--- src/rtl/qpl_pkg.sv ---
// Purpose : Shared constants and types for the quadrature position latch.
// Assumes : 100 MHz system clock, synchronous active-low reset.
// Notes   : Filter times are given in ns and turned into clock counts here.
package qpl_pkg;

   // -------------------------------------------------------------------
   // Sizes
   // -------------------------------------------------------------------
   localparam int CNT_W   = 24;  // Width of position counter and latch.
   localparam int NUM_CH  = 5;   // Encoder channels, one latch each.

   // -------------------------------------------------------------------
   // Timing
   // -------------------------------------------------------------------
   localparam longint unsigned CLK_HZ      = 64'd100_000_000;
   localparam longint unsigned NS_PER_S    = 64'd1_000_000_000;
   localparam longint unsigned MAX_LINE_HZ = 64'd250_000;
   // Shortest spacing of two A/B edges at the highest line rate.
   localparam longint unsigned MIN_EDGE_NS = NS_PER_S / (4 * MAX_LINE_HZ);
   localparam int MIN_EDGE_CYC =
      int'((MIN_EDGE_NS * CLK_HZ) / NS_PER_S);
   // Encoder glitch filter, kept well under the shortest edge spacing.
   localparam longint unsigned ENC_FILT_NS  = 64'd200;
   localparam int ENC_FILT_CYC =
      int'((ENC_FILT_NS * CLK_HZ) / NS_PER_S);
   // Fast input filter, shorter than that of a general DC input.
   localparam longint unsigned FAST_FILT_NS = 64'd2_000;
   localparam int FAST_FILT_CYC =
      int'((FAST_FILT_NS * CLK_HZ) / NS_PER_S);
   localparam longint unsigned DC_FILT_NS   = 64'd5_000_000;
   localparam int DC_FILT_CYC =
      int'((DC_FILT_NS * CLK_HZ) / NS_PER_S);

   // -------------------------------------------------------------------
   // Reset values
   // -------------------------------------------------------------------
   localparam logic [CNT_W-1:0] CNT_RST = 24'h000000;

   // -------------------------------------------------------------------
   // Types
   // -------------------------------------------------------------------
   // Capture trigger selection.
   typedef enum logic [1:0] {
      QPL_TRIG_OFF   = 2'h0,
      QPL_TRIG_INDEX = 2'h1,
      QPL_TRIG_FAST  = 2'h2,
      QPL_TRIG_ARMED = 2'h3
   } qpl_trig_e;

   // Per-channel configuration.
   typedef struct packed {
      qpl_trig_e trig;       // Capture trigger source.
      logic      fast_fall;  // 1 selects falling fast-input edge.
   } qpl_cfg_s;

   // Per-channel status.
   typedef struct packed {
      logic armed;     // Fast edge seen, waiting for index.
      logic cap_flag;  // Sticky: a capture happened.
      logic err_flag;  // Sticky: A and B changed together.
      logic wrap_flag; // Sticky: counter wrapped.
   } qpl_stat_s;

endpackage

--- src/rtl/qpl_in_filt.sv ---
// Purpose : Synchronise one input and pass it on once it has been stable.
// Assumes : FILT_CYC is at least one.
// Notes   : Adds two sync cycles plus FILT_CYC cycles of delay.
`timescale 1ns/1ps
`default_nettype none
module qpl_in_filt #(
   parameter int FILT_CYC = 20
) (
   input  wire logic clk_in,
   input  wire logic resetn_in,
   input  wire logic raw_in,
   output logic      level_out
);
   localparam int CW = $clog2(FILT_CYC + 1);
   localparam logic [CW-1:0] LAST = CW'(FILT_CYC - 1);

   logic          sync1_ff;
   logic          sync2_ff;
   logic [CW-1:0] stab_ff;

   // Two-stage synchroniser; only the second stage reads the first.
   always_ff @(posedge clk_in) begin
      if (!resetn_in) begin
         sync1_ff <= 1'b0;
         sync2_ff <= 1'b0;
      end else begin
         sync1_ff <= raw_in;
         sync2_ff <= sync1_ff;
      end
   end

   // Count how long the new level has held, then accept it.
   always_ff @(posedge clk_in) begin
      if (!resetn_in) begin
         stab_ff   <= '0;
         level_out <= 1'b0;
      end else if (sync2_ff == level_out) begin
         stab_ff <= '0;
      end else if (stab_ff == LAST) begin
         stab_ff   <= '0;
         level_out <= sync2_ff;
      end else begin
         stab_ff <= stab_ff + CW'(1);
      end
   end
endmodule // qpl_in_filt
`default_nettype wire

--- src/rtl/qpl_quad_dec.sv ---
// Purpose : Decode filtered A/B into an up/down position count.
// Assumes : A and B are already synchronous and filtered.
// Notes   : Counts every edge of A and B; a double change is an error.
`timescale 1ns/1ps
`default_nettype none
module qpl_quad_dec
   import qpl_pkg::*;
#(
   parameter int CW = CNT_W
) (
   input  wire logic          clk_in,
   input  wire logic          resetn_in,
   input  wire logic          a_in,
   input  wire logic          b_in,
   input  wire logic          clr_in,
   output logic [CW-1:0]      cnt_out,
   output logic               err_out,
   output logic               wrap_out
);
   logic [1:0] prev_ff;
   logic       init_ff;
   logic [1:0] cur_ph;
   logic [1:0] step;

   // Phase number: 00,10,11,01 run 0..3 when A leads B.
   assign cur_ph = {b_in, a_in ^ b_in};
   assign step   = cur_ph - prev_ff;

   // Remember the last phase; the first cycle after reset only loads it.
   always_ff @(posedge clk_in) begin
      if (!resetn_in) begin
         prev_ff <= 2'h0;
         init_ff <= 1'b0;
      end else begin
         prev_ff <= cur_ph;
         init_ff <= 1'b1;
      end
   end

   // Up on +1 phase, down on -1 phase, wrap modulo 2**CW.
   always_ff @(posedge clk_in) begin
      if (!resetn_in) begin
         cnt_out  <= CW'(CNT_RST);
         err_out  <= 1'b0;
         wrap_out <= 1'b0;
      end else begin
         err_out  <= init_ff && (step == 2'h2);
         wrap_out <= 1'b0;
         if (clr_in) begin
            cnt_out <= CW'(CNT_RST);
         end else if (init_ff && step == 2'h1) begin
            cnt_out  <= cnt_out + CW'(1);
            wrap_out <= &cnt_out;
         end else if (init_ff && step == 2'h3) begin
            cnt_out  <= cnt_out - CW'(1);
            wrap_out <= ~|cnt_out;
         end
      end
   end
endmodule // qpl_quad_dec
`default_nettype wire

--- src/rtl/qpl_top.sv ---
// Purpose : Multi-channel encoder counter with hardware position latch.
// Assumes : Pins are synchronous to clk_in; no software register bus.
// Notes   : Each channel counts quadrature edges and can latch its count
//           on index, on a fast-input edge, or on index after that edge.
//           Every output comes straight from a flip-flop.
`timescale 1ns/1ps
`default_nettype none

// Notes on behaviour
// - Each channel owns a 24-bit up/down counter.
// - Every A and B edge moves count by one.
// - Count direction follows A/B phase order.
// - Each channel owns a 24-bit capture register.
// - Index mode captures on each index pulse.
// - Fast mode captures on chosen fast-input edge.
// - Armed mode: fast edge, then next index.
// - Five latches, each with own fast input.
// - Counts correctly up to maximum encoder line rate.
// - Capture happens in hardware at trigger time.
// - Fast inputs filtered less than DC inputs.
module qpl_top
   import qpl_pkg::*;
#(
   parameter int NCH       = NUM_CH,
   parameter int CW        = CNT_W,
   parameter int ENC_FILT  = ENC_FILT_CYC,
   parameter int FAST_FILT = FAST_FILT_CYC
) (
   input  wire logic                      clk_in,
   input  wire logic                      resetn_in,
   input  wire logic     [NCH-1:0]        enc_a_in,
   input  wire logic     [NCH-1:0]        enc_b_in,
   input  wire logic     [NCH-1:0]        enc_idx_in,
   input  wire logic     [NCH-1:0]        fast_in,
   input  wire qpl_cfg_s [NCH-1:0]        cfg_in,
   input  wire logic     [NCH-1:0]        cnt_clr_in,
   input  wire logic     [NCH-1:0]        flag_clr_in,
   output logic          [NCH-1:0][CW-1:0] pos_out,
   output logic          [NCH-1:0][CW-1:0] latch_out,
   output qpl_stat_s     [NCH-1:0]        stat_out,
   output logic          [NCH-1:0]        cap_pulse_out
);

   // ------------------------------------------------------------------
   // Build-time checks on the filter lengths
   // ------------------------------------------------------------------
   // The encoder filter must settle well inside the shortest edge gap,
   // otherwise an edge at full line rate could be swallowed.
   localparam bit ENC_FILT_OK  = (ENC_FILT < MIN_EDGE_CYC);
   // The fast inputs must react faster than a general DC input would.
   localparam bit FAST_FILT_OK = (FAST_FILT < DC_FILT_CYC);

   // Refuse to build with a filter that cannot settle in time; such a
   // block would drop edges with no sign of it at the outputs.
   generate
      if (!ENC_FILT_OK || !FAST_FILT_OK || ENC_FILT < 1 || FAST_FILT < 1)
      begin : g_bad_filt
         $error("qpl_top: filter length out of range");
      end
   endgenerate

   // ------------------------------------------------------------------
   // Capture state machine codes
   // ------------------------------------------------------------------
   // Gray order: idle, waiting for fast edge, waiting for index.
   // Each step along the usual path flips a single bit.
   // Code 2'h2 is unused; the default arm sends it back to idle.
   typedef enum logic [1:0] {
      CAP_IDLE     = 2'h0,
      CAP_WAIT_FST = 2'h1,
      CAP_WAIT_IDX = 2'h3
   } qpl_cap_e;

   // ------------------------------------------------------------------
   // One slice per channel
   // ------------------------------------------------------------------
   // Channels share only the clock and the reset.
   genvar ch;
   generate
      for (ch = 0; ch < NCH; ch++) begin : g_ch
         logic          a_f;
         logic          b_f;
         logic          idx_f;
         logic          fst_f;
         logic          idx_prev_ff;
         logic          fst_prev_ff;
         logic          idx_rise;
         logic          fst_edge;
         logic [CW-1:0] cnt;
         logic          dec_err;
         logic          dec_wrap;
         qpl_cap_e      cap_st_ff;
         qpl_cap_e      nxt_cap_st;
         logic          trig_hit;
         qpl_trig_e     mode_ff;

         // ---------------------------------------------------------------
         // Input conditioning
         // ---------------------------------------------------------------
         // No edge logic looks at a raw pin: each one passes two
         // flops and then waits for a level that has stayed put.
         // Synchronise and glitch-filter the encoder lines.
         qpl_in_filt #(
            .FILT_CYC (ENC_FILT)
         ) u_a_filt (
            .clk_in    (clk_in),
            .resetn_in (resetn_in),
            .raw_in    (enc_a_in[ch]),
            .level_out (a_f)
         );

         qpl_in_filt #(
            .FILT_CYC (ENC_FILT)
         ) u_b_filt (
            .clk_in    (clk_in),
            .resetn_in (resetn_in),
            .raw_in    (enc_b_in[ch]),
            .level_out (b_f)
         );

         qpl_in_filt #(
            .FILT_CYC (ENC_FILT)
         ) u_idx_filt (
            .clk_in    (clk_in),
            .resetn_in (resetn_in),
            .raw_in    (enc_idx_in[ch]),
            .level_out (idx_f)
         );

         // The dedicated fast input of this latch uses the short filter.
         qpl_in_filt #(
            .FILT_CYC (FAST_FILT)
         ) u_fst_filt (
            .clk_in    (clk_in),
            .resetn_in (resetn_in),
            .raw_in    (fast_in[ch]),
            .level_out (fst_f)
         );

         // Edge history of index and fast input.
         // Both start low like the filters, so no false edge follows
         // reset unless a line really is high.
         always_ff @(posedge clk_in) begin
            if (!resetn_in) begin
               idx_prev_ff <= 1'b0;
               fst_prev_ff <= 1'b0;
            end else begin
               idx_prev_ff <= idx_f;
               fst_prev_ff <= fst_f;
            end
         end

         // Index pulse start, and the fast edge chosen by configuration.
         // Only the rising edge of index counts as the pulse.
         // The fast edge polarity is the channel's own setting.
         assign idx_rise = idx_f & ~idx_prev_ff;
         assign fst_edge = cfg_in[ch].fast_fall ?
                           (~fst_f & fst_prev_ff) :
                           (fst_f & ~fst_prev_ff);

         // ---------------------------------------------------------------
         // Position counter
         // ---------------------------------------------------------------
         // Decoder owns the per-channel up/down count.
         // A clear wins over a step in the same cycle.
         // It also reports lost steps and wraps.
         qpl_quad_dec #(
            .CW (CW)
         ) u_dec (
            .clk_in    (clk_in),
            .resetn_in (resetn_in),
            .a_in      (a_f),
            .b_in      (b_f),
            .clr_in    (cnt_clr_in[ch]),
            .cnt_out   (cnt),
            .err_out   (dec_err),
            .wrap_out  (dec_wrap)
         );

         // Registered copy of the count for the outputs.
         // It trails the count by one cycle, so it equals the
         // latched value while cap_pulse_out is high.
         always_ff @(posedge clk_in) begin
            if (!resetn_in) begin
               pos_out[ch] <= CW'(CNT_RST);
            end else begin
               pos_out[ch] <= cnt;
            end
         end

         // ---------------------------------------------------------------
         // Capture control
         // ---------------------------------------------------------------
         // Track the mode so that a change restarts the sequence.
         // The restart takes one cycle; an edge in that cycle is
         // ignored on purpose.
         always_ff @(posedge clk_in) begin
            if (!resetn_in) begin
               mode_ff <= QPL_TRIG_OFF;
            end else begin
               mode_ff <= cfg_in[ch].trig;
            end
         end

         // Next state and trigger decision for the selected mode.
         // Armed mode needs a fresh fast edge after each capture; an
         // index pulse before that edge is ignored. State and trigger
         // are decided together so that latch and flags agree.
         always_comb begin
            nxt_cap_st = cap_st_ff;
            trig_hit   = 1'b0;
            if (cfg_in[ch].trig != mode_ff) begin
               nxt_cap_st = CAP_IDLE;
            end else begin
               unique case (cap_st_ff)
                  CAP_IDLE: begin
                     if (cfg_in[ch].trig == QPL_TRIG_INDEX) begin
                        trig_hit = idx_rise;
                     end else if (cfg_in[ch].trig == QPL_TRIG_FAST) begin
                        trig_hit = fst_edge;
                     end else if (cfg_in[ch].trig == QPL_TRIG_ARMED) begin
                        nxt_cap_st = CAP_WAIT_FST;
                     end
                  end
                  CAP_WAIT_FST: begin
                     if (fst_edge) begin
                        nxt_cap_st = CAP_WAIT_IDX;
                     end
                  end
                  CAP_WAIT_IDX: begin
                     if (idx_rise) begin
                        trig_hit   = 1'b1;
                        nxt_cap_st = CAP_WAIT_FST;
                     end
                  end
                  default: begin
                     nxt_cap_st = CAP_IDLE;
                  end
               endcase
            end
         end

         // Capture sequence state.
         always_ff @(posedge clk_in) begin
            if (!resetn_in) begin
               cap_st_ff <= CAP_IDLE;
            end else begin
               cap_st_ff <= nxt_cap_st;
            end
         end

         // Latch the live count the cycle the trigger is seen.
         // The counter itself is taken, not pos_out, so no output
         // stage adds delay between trigger and capture.
         always_ff @(posedge clk_in) begin
            if (!resetn_in) begin
               latch_out[ch]     <= CW'(CNT_RST);
               cap_pulse_out[ch] <= 1'b0;
            end else begin
               cap_pulse_out[ch] <= trig_hit;
               if (trig_hit) begin
                  latch_out[ch] <= cnt;
               end
            end
         end

         // ---------------------------------------------------------------
         // Status
         // ---------------------------------------------------------------
         // Armed shows that the fast edge has been taken in armed mode.
         // It follows the next state so it rises with the state.
         always_ff @(posedge clk_in) begin
            if (!resetn_in) begin
               stat_out[ch].armed <= 1'b0;
            end else begin
               stat_out[ch].armed <= (nxt_cap_st == CAP_WAIT_IDX);
            end
         end

         // Sticky flags; a new event in the clearing cycle wins.
         // Error marks a lost step (A and B moved in one sample);
         // wrap marks a pass through zero.
         always_ff @(posedge clk_in) begin
            if (!resetn_in) begin
               stat_out[ch].cap_flag  <= 1'b0;
               stat_out[ch].err_flag  <= 1'b0;
               stat_out[ch].wrap_flag <= 1'b0;
            end else begin
               stat_out[ch].cap_flag  <= trig_hit |
                  (stat_out[ch].cap_flag & ~flag_clr_in[ch]);
               stat_out[ch].err_flag  <= dec_err |
                  (stat_out[ch].err_flag & ~flag_clr_in[ch]);
               stat_out[ch].wrap_flag <= dec_wrap |
                  (stat_out[ch].wrap_flag & ~flag_clr_in[ch]);
            end
         end
      end
   endgenerate

endmodule // qpl_top
`default_nettype wire

--- config.mk ---
export PLATFORM = sky130hd
export DESIGN_NAME = qpl_top
export DESIGN_NICKNAME = d
export VERILOG_FILES = /design/src/rtl/qpl_pkg.sv /design/src/rtl/qpl_in_filt.sv /design/src/rtl/qpl_quad_dec.sv /design/src/rtl/qpl_top.sv
export SDC_FILE = /design/constraint.sdc
export NUM_CORES = 1
export LEC_CHECK = 0
export ABC_AREA = 1
export BUFFER_PORTS_ARGS = -buffer_cell sky130_fd_sc_hd__clkbuf_2
export CAP_MARGIN = 20
export CORE_MARGIN = 2
export CORE_UTILIZATION = 30
export CTS_CLUSTER_SIZE = 10
export DETAILED_ROUTE_END_ITERATION = 7
export PLACE_DENSITY_LB_ADDON = 0.25
export RECOVER_POWER = 25
export SLEW_MARGIN = 20
export SYNTH_ARGS = -nofsm -noshare
export SYNTH_HDL_FRONTEND = slang
export SYNTH_SLANG_ARGS = --single-unit
--- constraint.sdc ---
create_clock -name clk_in -period 5.36 [get_ports clk_in]
set_input_delay 1.072 -clock clk_in [delete_from_list [all_inputs] [get_ports clk_in]]
set_output_delay 1.072 -clock clk_in [all_outputs]
set_load 0.05 [all_outputs]
# Word-level counts from Yosys, hierarchy flattened
# Index checks and enable logic that the tools add are counted.
# classes
n_reduce_logical	85
n_bitwise	91
addsub	35
muxes	86
n_eq_ne	90
# ops
op	count
$mux W24	10
$add A24 B1 Y24 const B	5
$reduce_and A24 Y1	5
$reduce_or A24 Y1	5
$sub A24 B1 Y24 const B	5
$add A5 B1 Y5 const B	15
$eq A5 B5 Y1 const B	15
$eq A2 B2 Y1 const B	30
$mux W2	30
$reduce_or A3 Y1	20
$not A1 Y1	41
$add A8 B1 Y8 const B	5
$eq A8 B8 Y1 const B	5
$reduce_and A2 Y1	20
$mux W1	36
$and A1 B1 Y1	30
$eq A2 B1 Y1 const B	15
$pmux W2 S3	5
$eq A1 B1 Y1	20
$logic_and A1 B1 Y1	15
$or A1 B1 Y1	15
$logic_not A2 Y1	5
$ne A2 B2 Y1	5
$pmux W1 S2	5
other kinds (5)	25
# totals
in_bits	47
ff_bits	611

# Longest topological paths before layout
# Gate-level depths: netlist of run 1.
# logic_depth
word_depth	8
depth_mapped	19
depth_no_buf	19

# By module
# Synthesis of run 1 repeated with hierarchy kept, for this count alone.
# unflattened
cells_unflattened	5258
hier_area_um2	34370.5
# modules_own_cells
mod	area_per_inst_um2	seq_area_each_um2	n_inst	cells_per_inst
qpl_top	11441.0	5905.7	1	1562
qpl_quad_dec (g_ch[2].u_dec ...)	3030.4	580.6	2	529
qpl_quad_dec (g_ch[0].u_dec ...)	2994.1	580.6	2	525
qpl_in_filt (g_ch[0].u_a_filt ...)	345.3	160.2	15	44
qpl_quad_dec (g_ch[4].u_dec)	2991.6	580.6	1	528
qpl_in_filt (g_ch[0].u_fst_filt ...)	541.8	220.2	5	80

# Worst setup path before layout of run 1
# No wires, ideal clock.
# synth_path
kind	register -> register
from	register g_ch[1].u_dec.init_ff (netlist name)
to	register g_ch[0].u_dec.cnt_out[15]
period_less_slack_ps	2905
required_time_ps	5251
slack_ps	2455
setup_time_ps	109
t_arrival_ps	2796
path_stages_with_launch	14
path_cell_list	dfxtp_1 -> buf_2 -> clkbuf_1 -> nand3_1 -> ha_1 -> or2_2 -> nand3_1 -> nand2_1 -> nand2_1 -> nand2_1 -> xor2_1 -> nand2_1 -> nand2_1 -> inv_1
# synth_rtl
item	line	rtl
end signal, assigned	qpl_quad_dec.sv:43	cnt_out <= CW'(CNT_RST);
end signal, assigned	qpl_quad_dec.sv:50	cnt_out <= CW'(CNT_RST);
end signal, assigned	qpl_quad_dec.sv:52	cnt_out <= cnt_out + CW'(1);
end, declared	qpl_quad_dec.sv:16	output logic [CW-1:0] cnt_out,

# Final worst setup path of run 1
# layout_path
from	input port resetn_in
to	register g_ch[0].u_dec.cnt_out[15]
# layout_between
elab_chain_len	2
# layout_lines
item	line	rtl
start, declared	qpl_top.sv:30	input wire logic resetn_in,
$not A1 Y1 (no line)	--	
$reduce_or A2 Y1 (no line)	--	
# No other way between the ends.
# A chain may end at the register's enable or synchronous reset.

==> results.json, run 1 <==
{
  "fin_hold_ws_ps": 405,
  "first_global_vias": 26200,
  "crit_path_top_delay_cell": "clkbuf_1",
  "netlist-cell-type-count": 46,
  "cpPeakStageDelay_ps": 1710,
  "drc": 0,
  "setup_violations": 0,
  "clk_pin_slew_ps": 50,
  "peakVddDrop_mv": 0.192,
  "power_density_nw_per_um2": 272,
  "critPathRequiredTime_ps": 5890,
  "clock_sinks": 611,
  "cts_tree": "built",
  "insertion_delay_ps": 640,
  "gp_congestion": 0.880,
  "ys_seq_area_frac": 0.397,
  "synth_area_sq_um": 30800,
  "crit_buf_inv": 6,
  "slew_headroom": -0.853,
  "cts_made_buffers": 78,
  "path_max_fanout": 42,
  "grt_usage": 0.159,
  "fin_nets": 5060,
  "max_freq_ghz": 0.236,
  "grt_overflow": 0,
  "post-route-period-util": 0.789,
  "status": "finished, violations left",
  "rows": 117,
  "rsz0062_at_grt": "false",
  "cts_setup_buffers": 0,
  "num_antenna_cells": 0,
  "clockRootBuffer": "clkbuf_16",
  "avgSynthCellArea_sq_um": 6.79,
  "leakage_nw": 19.0,
  "layout-drive-gt1-share": 0.100,
  "maxSlewViolCount": 117,
  "critPathTopFamily": "buffers and inverters",
  "ys.warnings.count": 0,
  "finalClockSkew_ps": 20.3,
  "fin_cells": 6257,
  "ctsResizeCount": 0,
  "end_kind": "flip-flop",
  "drt-initial-drc-count": 1511,
  "routed_via_density": 4.46,
  "ant_nets": 0,
  "violations": "capacitance limit, slew limit",
  "ctsHoldBuffers": 0,
  "worstPathCellList": "buf_8 -> clkinvlp_2 -> clkbuf_1 -> nor2_1 -> buf_4 -> inv_1 -> a21oi_1 -> nand2_1 -> inv_1",
  "placed_cells": 6141,
  "synth_edf_count": 0,
  "synthCells": 4543,
  "ioPinCount": 312,
  "synth_ff_type": "dfxtp_1",
  "synth_most_common_cell": "nand2_1",
  "cts_buffer_depth": 3,
  "report.final.hold_viol_count": 0,
  "synth_top_area_frac": 0.397,
  "die_x_um": 325,
  "tightest_slew_ps": 2780,
  "max-cap-violations": 2,
  "start_util": 0.303,
  "die_area_sq_um": 105000,
  "synth_commonest_cells": "1199 x nand2_1, 855 x inv_1, 611 x dfxtp_1",
  "synth_area_leaders": "dfxtp_1 40%, nand2_1 15%, inv_1 10%",
  "firstDrtPassIters": 5,
  "htreeDepth": 3,
  "wl_per_cell_um": 13.7,
  "antenna_found_initial": 2,
  "start_kind": "primary input",
  "syn_nets": 4750,
  "fin_setup_tns_ps": 0,
  "finalCriticalPeriod_ps": 4230,
  "core_area_sq_um": 102000,
  "cp_common_cell": "inv_1",
  "crit_type": "primary input to flip-flop",
  "dpl.hpwl_um": 64000,
  "async_flop_share": 0,
  "io_buffer_count": 311,
  "grt_pass1_wl_um": 138000,
  "synth_area_leader_cell": "dfxtp_1",
  "syn_to_final_growth_pct": 17.3,
  "hp-class": "flip-flop to flip-flop",
  "finalWirelength_um": 85700,
  "die_height_um": 325,
  "grt_max_degree": 140,
  "cp.arrival_ps": 4760,
  "vias": 27900,
  "synth_seq_cells": 611
}
[cells in the final DEF (no fill, tap or decap), types with 79 or more instances in the layout]
cell type and instances:
nand2_1 1199, clkbuf_16 79, dfxtp_1 611, ha_1 155, inv_1 855, o21ai_0 183, clkbuf_2 310, a21oi_1 288
nor2_1 443, nand3_1 307
[path summary, 6_finish.rpt]
kind | startpoint | end | slack [ps] | cells past startpoint
setup / recovery | resetn_in | g_ch[0].u_dec.cnt_out[15] | 1130 | 9
hold / removal | g_ch[0].u_a_filt.sync1_ff | g_ch[0].u_a_filt.sync2_ff | 400 | 2
setup reg to reg | g_ch[1].u_b_filt.level_out | g_ch[1].u_dec.cnt_out[16] | 1720 | 16
hold reg to reg | g_ch[0].u_a_filt.sync1_ff | g_ch[0].u_a_filt.sync2_ff | 400 | 2
[power by group]
| group | total [mW] | leakage, nW | internal, mW | switching, mW |
|---|---|---|---|---|
| clock | 5.07 | 1.19 | 3.06 | 2.01 |
| sequential | 4.58 | 4.93 | 4.57 | 0.0136 |
| combinational | 0.195 | 12.9 | 0.0555 | 0.139 |
[logic make-up (layout without fill, tap and decap cells)]
logic type | count (synthesis) | count (layout) | synth area share
buf+inv | 970 | 1316 | 0.123
xor+xnor | 90 | 90 | 0.0256
simple gates | 2163 | 2163 | 0.294
flops | 611 | 611 | 0.397
fa+ha+maj | 160 | 160 | 0.0661
compound gates | 549 | 549 | 0.0952
[layout make-up]
| cell class | count | area [sq um] |
|---|---|---|
| fill | 11100 | 65700 |
| tap | 1368 | 1710 |
| sequential | 611 | 12200 |
| clock inverter | 19 | 323 |
| timing repair buffer | 327 | 1690 |
| multi-input combinational | 2962 | 14800 |
| inverter | 873 | 3280 |
| clock buffer | 97 | 2110 |
[per-stage QoR]
stage               setup WS, ps  power, mW   util  area (sq um)
finish                      1130       9.85  0.355         36200
CTS                         1790       10.0  0.355         36200
global route                 836       10.2  0.355         36200
floorplan                   2450       4.80      -         30800
global placement            1730       4.88  0.331         33800
detailed placement          1740       4.88  0.331         33800
[worst reg2reg max path: cells and delay by family (launching register included)]
kind | cells | cell delay (ps)
fa+ha+maj | 1 | 860
buf+inv | 2 | 120
flops | 1 | 420
simple gates | 13 | 2140
[state kept, by name, indices dropped and copies added, names as in the netlist, 10 cells and up]
register	flops
g_ch.mode_ff	10
g_ch.u_a_filt.stab_ff	25
g_ch.u_dec.prev_ff	10
g_ch.u_b_filt.stab_ff	25
stat_out	20
g_ch.u_fst_filt.stab_ff	40
latch_out	120
g_ch.u_dec.cnt_out	120
g_ch.u_idx_filt.stab_ff	25
pos_out	120
g_ch.cap_st_ff	10
[per-layer routing]
metal / routed length (um) / GRT usage / vias to the layer above
met2: 39400 / 0.268 / 477
met1: 40400 / 0.209 / 12500
met5: 24 / 0 / -
li1: - / - / 14800
met3: 3650 / 0.0271 / 137
met4: 2280 / 0.0470 / 4
No activity file was read; power rests on OpenSTA's default activity.
==> run 2: changes to the inputs <==
--- a/config.mk
+++ b/config.mk
@@ -5,7 +5,7 @@
 export SDC_FILE = /design/constraint.sdc
 export NUM_CORES = 1
 export LEC_CHECK = 0
-export ABC_AREA = 1
+export ABC_AREA = 0
 export BUFFER_PORTS_ARGS = -buffer_cell sky130_fd_sc_hd__clkbuf_2
 export CAP_MARGIN = 20
 export CORE_MARGIN = 2
==> constraint.sdc (replaced) <==
create_clock -name clk_in -period 3.6 [get_ports clk_in]
set_input_delay 0.72 -clock clk_in [delete_from_list [all_inputs] [get_ports clk_in]]
set_output_delay 0.72 -clock clk_in [all_outputs]
set_load 0.05 [all_outputs]
==> results.json, run 2 <==
{
  "dpl.hpwl_um": 47700,
  "drc": 0,
  "fin_nets": 3535,
  "fin_setup_tns_ps": 0,
  "hp-class": "primary input to flip-flop",
  "die_x_um": 307,
  "power_density_nw_per_um2": 430,
  "placed_cells": 4429,
  "netlist-cell-type-count": 68,
  "final_area_sq_um": 33300,
  "register_area_sq_um": 12200,
  "synth_ff_type": "dfxtp_1",
  "hp-start": "enc_a_in[1]",
  "cts_made_buffers": 77,
  "worstPathCellList": "nor2_1 -> a21oi_2 -> xnor2_2 -> buf_4 -> nand2_4 -> ha_4 -> a21o_1 -> a21o_1 -> a2111oi_1 -> o21bai_1 -> a221o_1 -> a31oi_1 -> xor2_1 -> a21oi_1 -> a31o_2",
  "max_freq_ghz": 0.293,
  "layout-drive-gt1-share": 0.166,
  "async_flop_share": 0,
  "synth_commonest_cells": "611 x dfxtp_1, 250 x nor2_1, 244 x nand2_1",
  "ant_nets": 0,
  "cts_tree": "built",
  "io_buffer_count": 311,
  "core_area_sq_um": 91200,
  "critPathRequiredTime_ps": 4120,
  "fin_cells": 4553,
  "synth_most_common_cell": "dfxtp_1",
  "die_area_sq_um": 94200,
  "path_max_fanout": 7,
  "grt_overflow": 0,
  "cp_common_cell": "a21o_1",
  "grt_max_degree": 110,
  "syn_to_final_growth_pct": 21.1,
  "ioPinCount": 312,
  "ys_seq_area_frac": 0.445,
  "crit_type": "flip-flop to flip-flop",
  "synth_area_leader_cell": "dfxtp_1",
  "finalClockSkew_ps": 23.4,
  "routed_via_density": 4.65,
  "die_height_um": 307,
  "avgSynthCellArea_sq_um": 9.20,
  "cpPeakStageDelay_ps": 410,
  "rr_endpoint": "g_ch[3].u_dec.cnt_out[23]",
  "htreeDepth": 3,
  "synth_top_area_frac": 0.445,
  "start_util": 0.302,
  "finalWirelength_um": 67600,
  "cts_buffer_depth": 3,
  "clk_pin_slew_ps": 50,
  "firstDrtPassIters": 5,
  "grt_usage": 0.142,
  "crit_end": "g_ch[3].u_dec.cnt_out[23]",
  "crit_path_top_delay_cell": "dfxtp_1",
  "ys.warnings.count": 0,
  "maxSlewViolCount": 223,
  "synth_area_sq_um": 27500,
  "drt-initial-drc-count": 1018,
  "start_kind": "flip-flop",
  "placed_cell_area_sq_um": 30800,
  "leakage_nw": 13.6,
  "post-route-period-util": 0.949,
  "synth_edf_count": 0,
  "worstRegToRegCells": 15,
  "peakVddDrop_mv": 0.332,
  "synth_seq_cells": 611,
  "startpoint": "g_ch[3].u_b_filt.level_out",
  "clock_sinks": 611,
  "max-cap-violations": 3,
  "status": "finished, violations left",
  "multi_input_area_sq_um": 15000,
  "tightest_slew_ps": 2050,
  "setup_slack_ps": 182,
  "vias": 21100,
  "synth_area_leaders": "dfxtp_1 44%, ha_1 7.0%, mux2i_1 5.2%",
  "rsz0062_at_grt": "true",
  "insertion_delay_ps": 640,
  "num-fill-cells": 9249,
  "layout_common_cells": "610 x dfxtp_1, 311 x clkbuf_2, 250 x nor2_1, 239 x nand2_1, 176 x nor2b_1",
  "synthCells": 2990,
  "cp.arrival_ps": 3940,
  "wl_per_cell_um": 14.8,
  "slew_headroom": -0.364,
  "first_global_vias": 20500,
  "violations": "capacitance limit, slew limit",
  "clockRootBuffer": "clkbuf_16",
  "rrSetupSlack_ps": 180,
  "grt_pass1_wl_um": 109000,
  "rows": 111,
  "reg_top3": "g_ch.u_dec.cnt_out: 120 flops, latch_out: 120 flops, pos_out: 120 flops",
  "syn_nets": 3197,
  "setup_violations": 0,
  "num_antenna_cells": 0,
  "final_common_cell": "dfxtp_1",
  "finalCriticalPeriod_ps": 3420,
  "antenna_found_initial": 5,
  "pre_cts_ws_ps": -11.3,
  "timing.rr.start": "g_ch[3].u_b_filt.level_out",
  "report.final.hold_viol_count": 0,
  "end_kind": "flip-flop",
  "gp_congestion": 0.832,
  "final_core_util": 0.365
}
-- run 2: cell families after synthesis --
| group | after synthesis | share of synthesized area |
|---|---|---|
| and+or+nand+nor | 1223 | 0.229 |
| xor gates and xnor gates | 215 | 0.0684 |
| adders and majority gates | 160 | 0.0741 |
| AOI/OAI and AO/OA | 456 | 0.105 |
| buffers and inverters | 181 | 0.0271 |
| DFF | 611 | 0.445 |
| muxes | 144 | 0.0524 |
-- run 2: per-layer routing --
layer	share of wire	track usage	vias up
li1	-	-	11000
met1	0.47	0.185	9690
met2	0.45	0.231	397
met3	0.057	0.0341	85
met4	0.018	0.0416	6
met5	0.00056	0	-
-- run 2: critical path, delay by kind of cell, from the launching register on --
| kind | cells | cell delay (ps) |
|---|---|---|
| xor+xnor | 2 | 390 |
| buf+inv | 1 | 200 |
| simple gates | 2 | 190 |
| flops | 1 | 410 |
| compound gates | 9 | 1850 |
| fa+ha+maj | 1 | 260 |
-- run 2: layout make-up --
class                           instances  area share
Clock buffer                          104      0.0651
Clock inverter                         14     0.00507
Tap cell                             1186      0.0445
Sequential cell                       611       0.367
Inverter                               59     0.00664
Timing Repair Buffer                  379      0.0623
Multi-Input combinational cell       2200       0.449
-- run 2: power breakdown --
part	internal [mW]	leakage (nW)	switching (mW)
Sequential	6.80	4.93	0.0198
Clock	4.39	1.14	2.88
Combinational	0.0960	7.48	0.162
Total	11.3	13.6	3.06
-- run 2: through the flow --
step	hold slack [ps]	power (mW)
after floorplan	412	7.13
after global placement	414	7.24
after detailed placement	420	7.24
after CTS	240	14.7
after global routing	270	14.9
final	301	14.3
-- run 2: what timing repair did --
item,CTS,global route
gates cloned,0,2
endpoints found under the setup margin,2,33
pin swaps,1,9
hold buffers,0,0
resized for setup,2,40
setup buffers,0,4
-- run 2: how the worst min path moves through the flow --
stage / depth (start not counted) / slack (ps) / endpoint
after floorplan: 1 / 410 / g_ch[0].u_a_filt.sync2_ff
after global placement: 1 / 410 / g_ch[0].u_fst_filt.sync2_ff
after detailed placement: 1 / 420 / g_ch[0].u_fst_filt.sync2_ff
after CTS: 2 / 240 / g_ch[1].u_a_filt.sync1_ff
after global routing: 2 / 270 / g_ch[0].u_b_filt.sync1_ff
final: 2 / 300 / g_ch[1].u_a_filt.sync1_ff
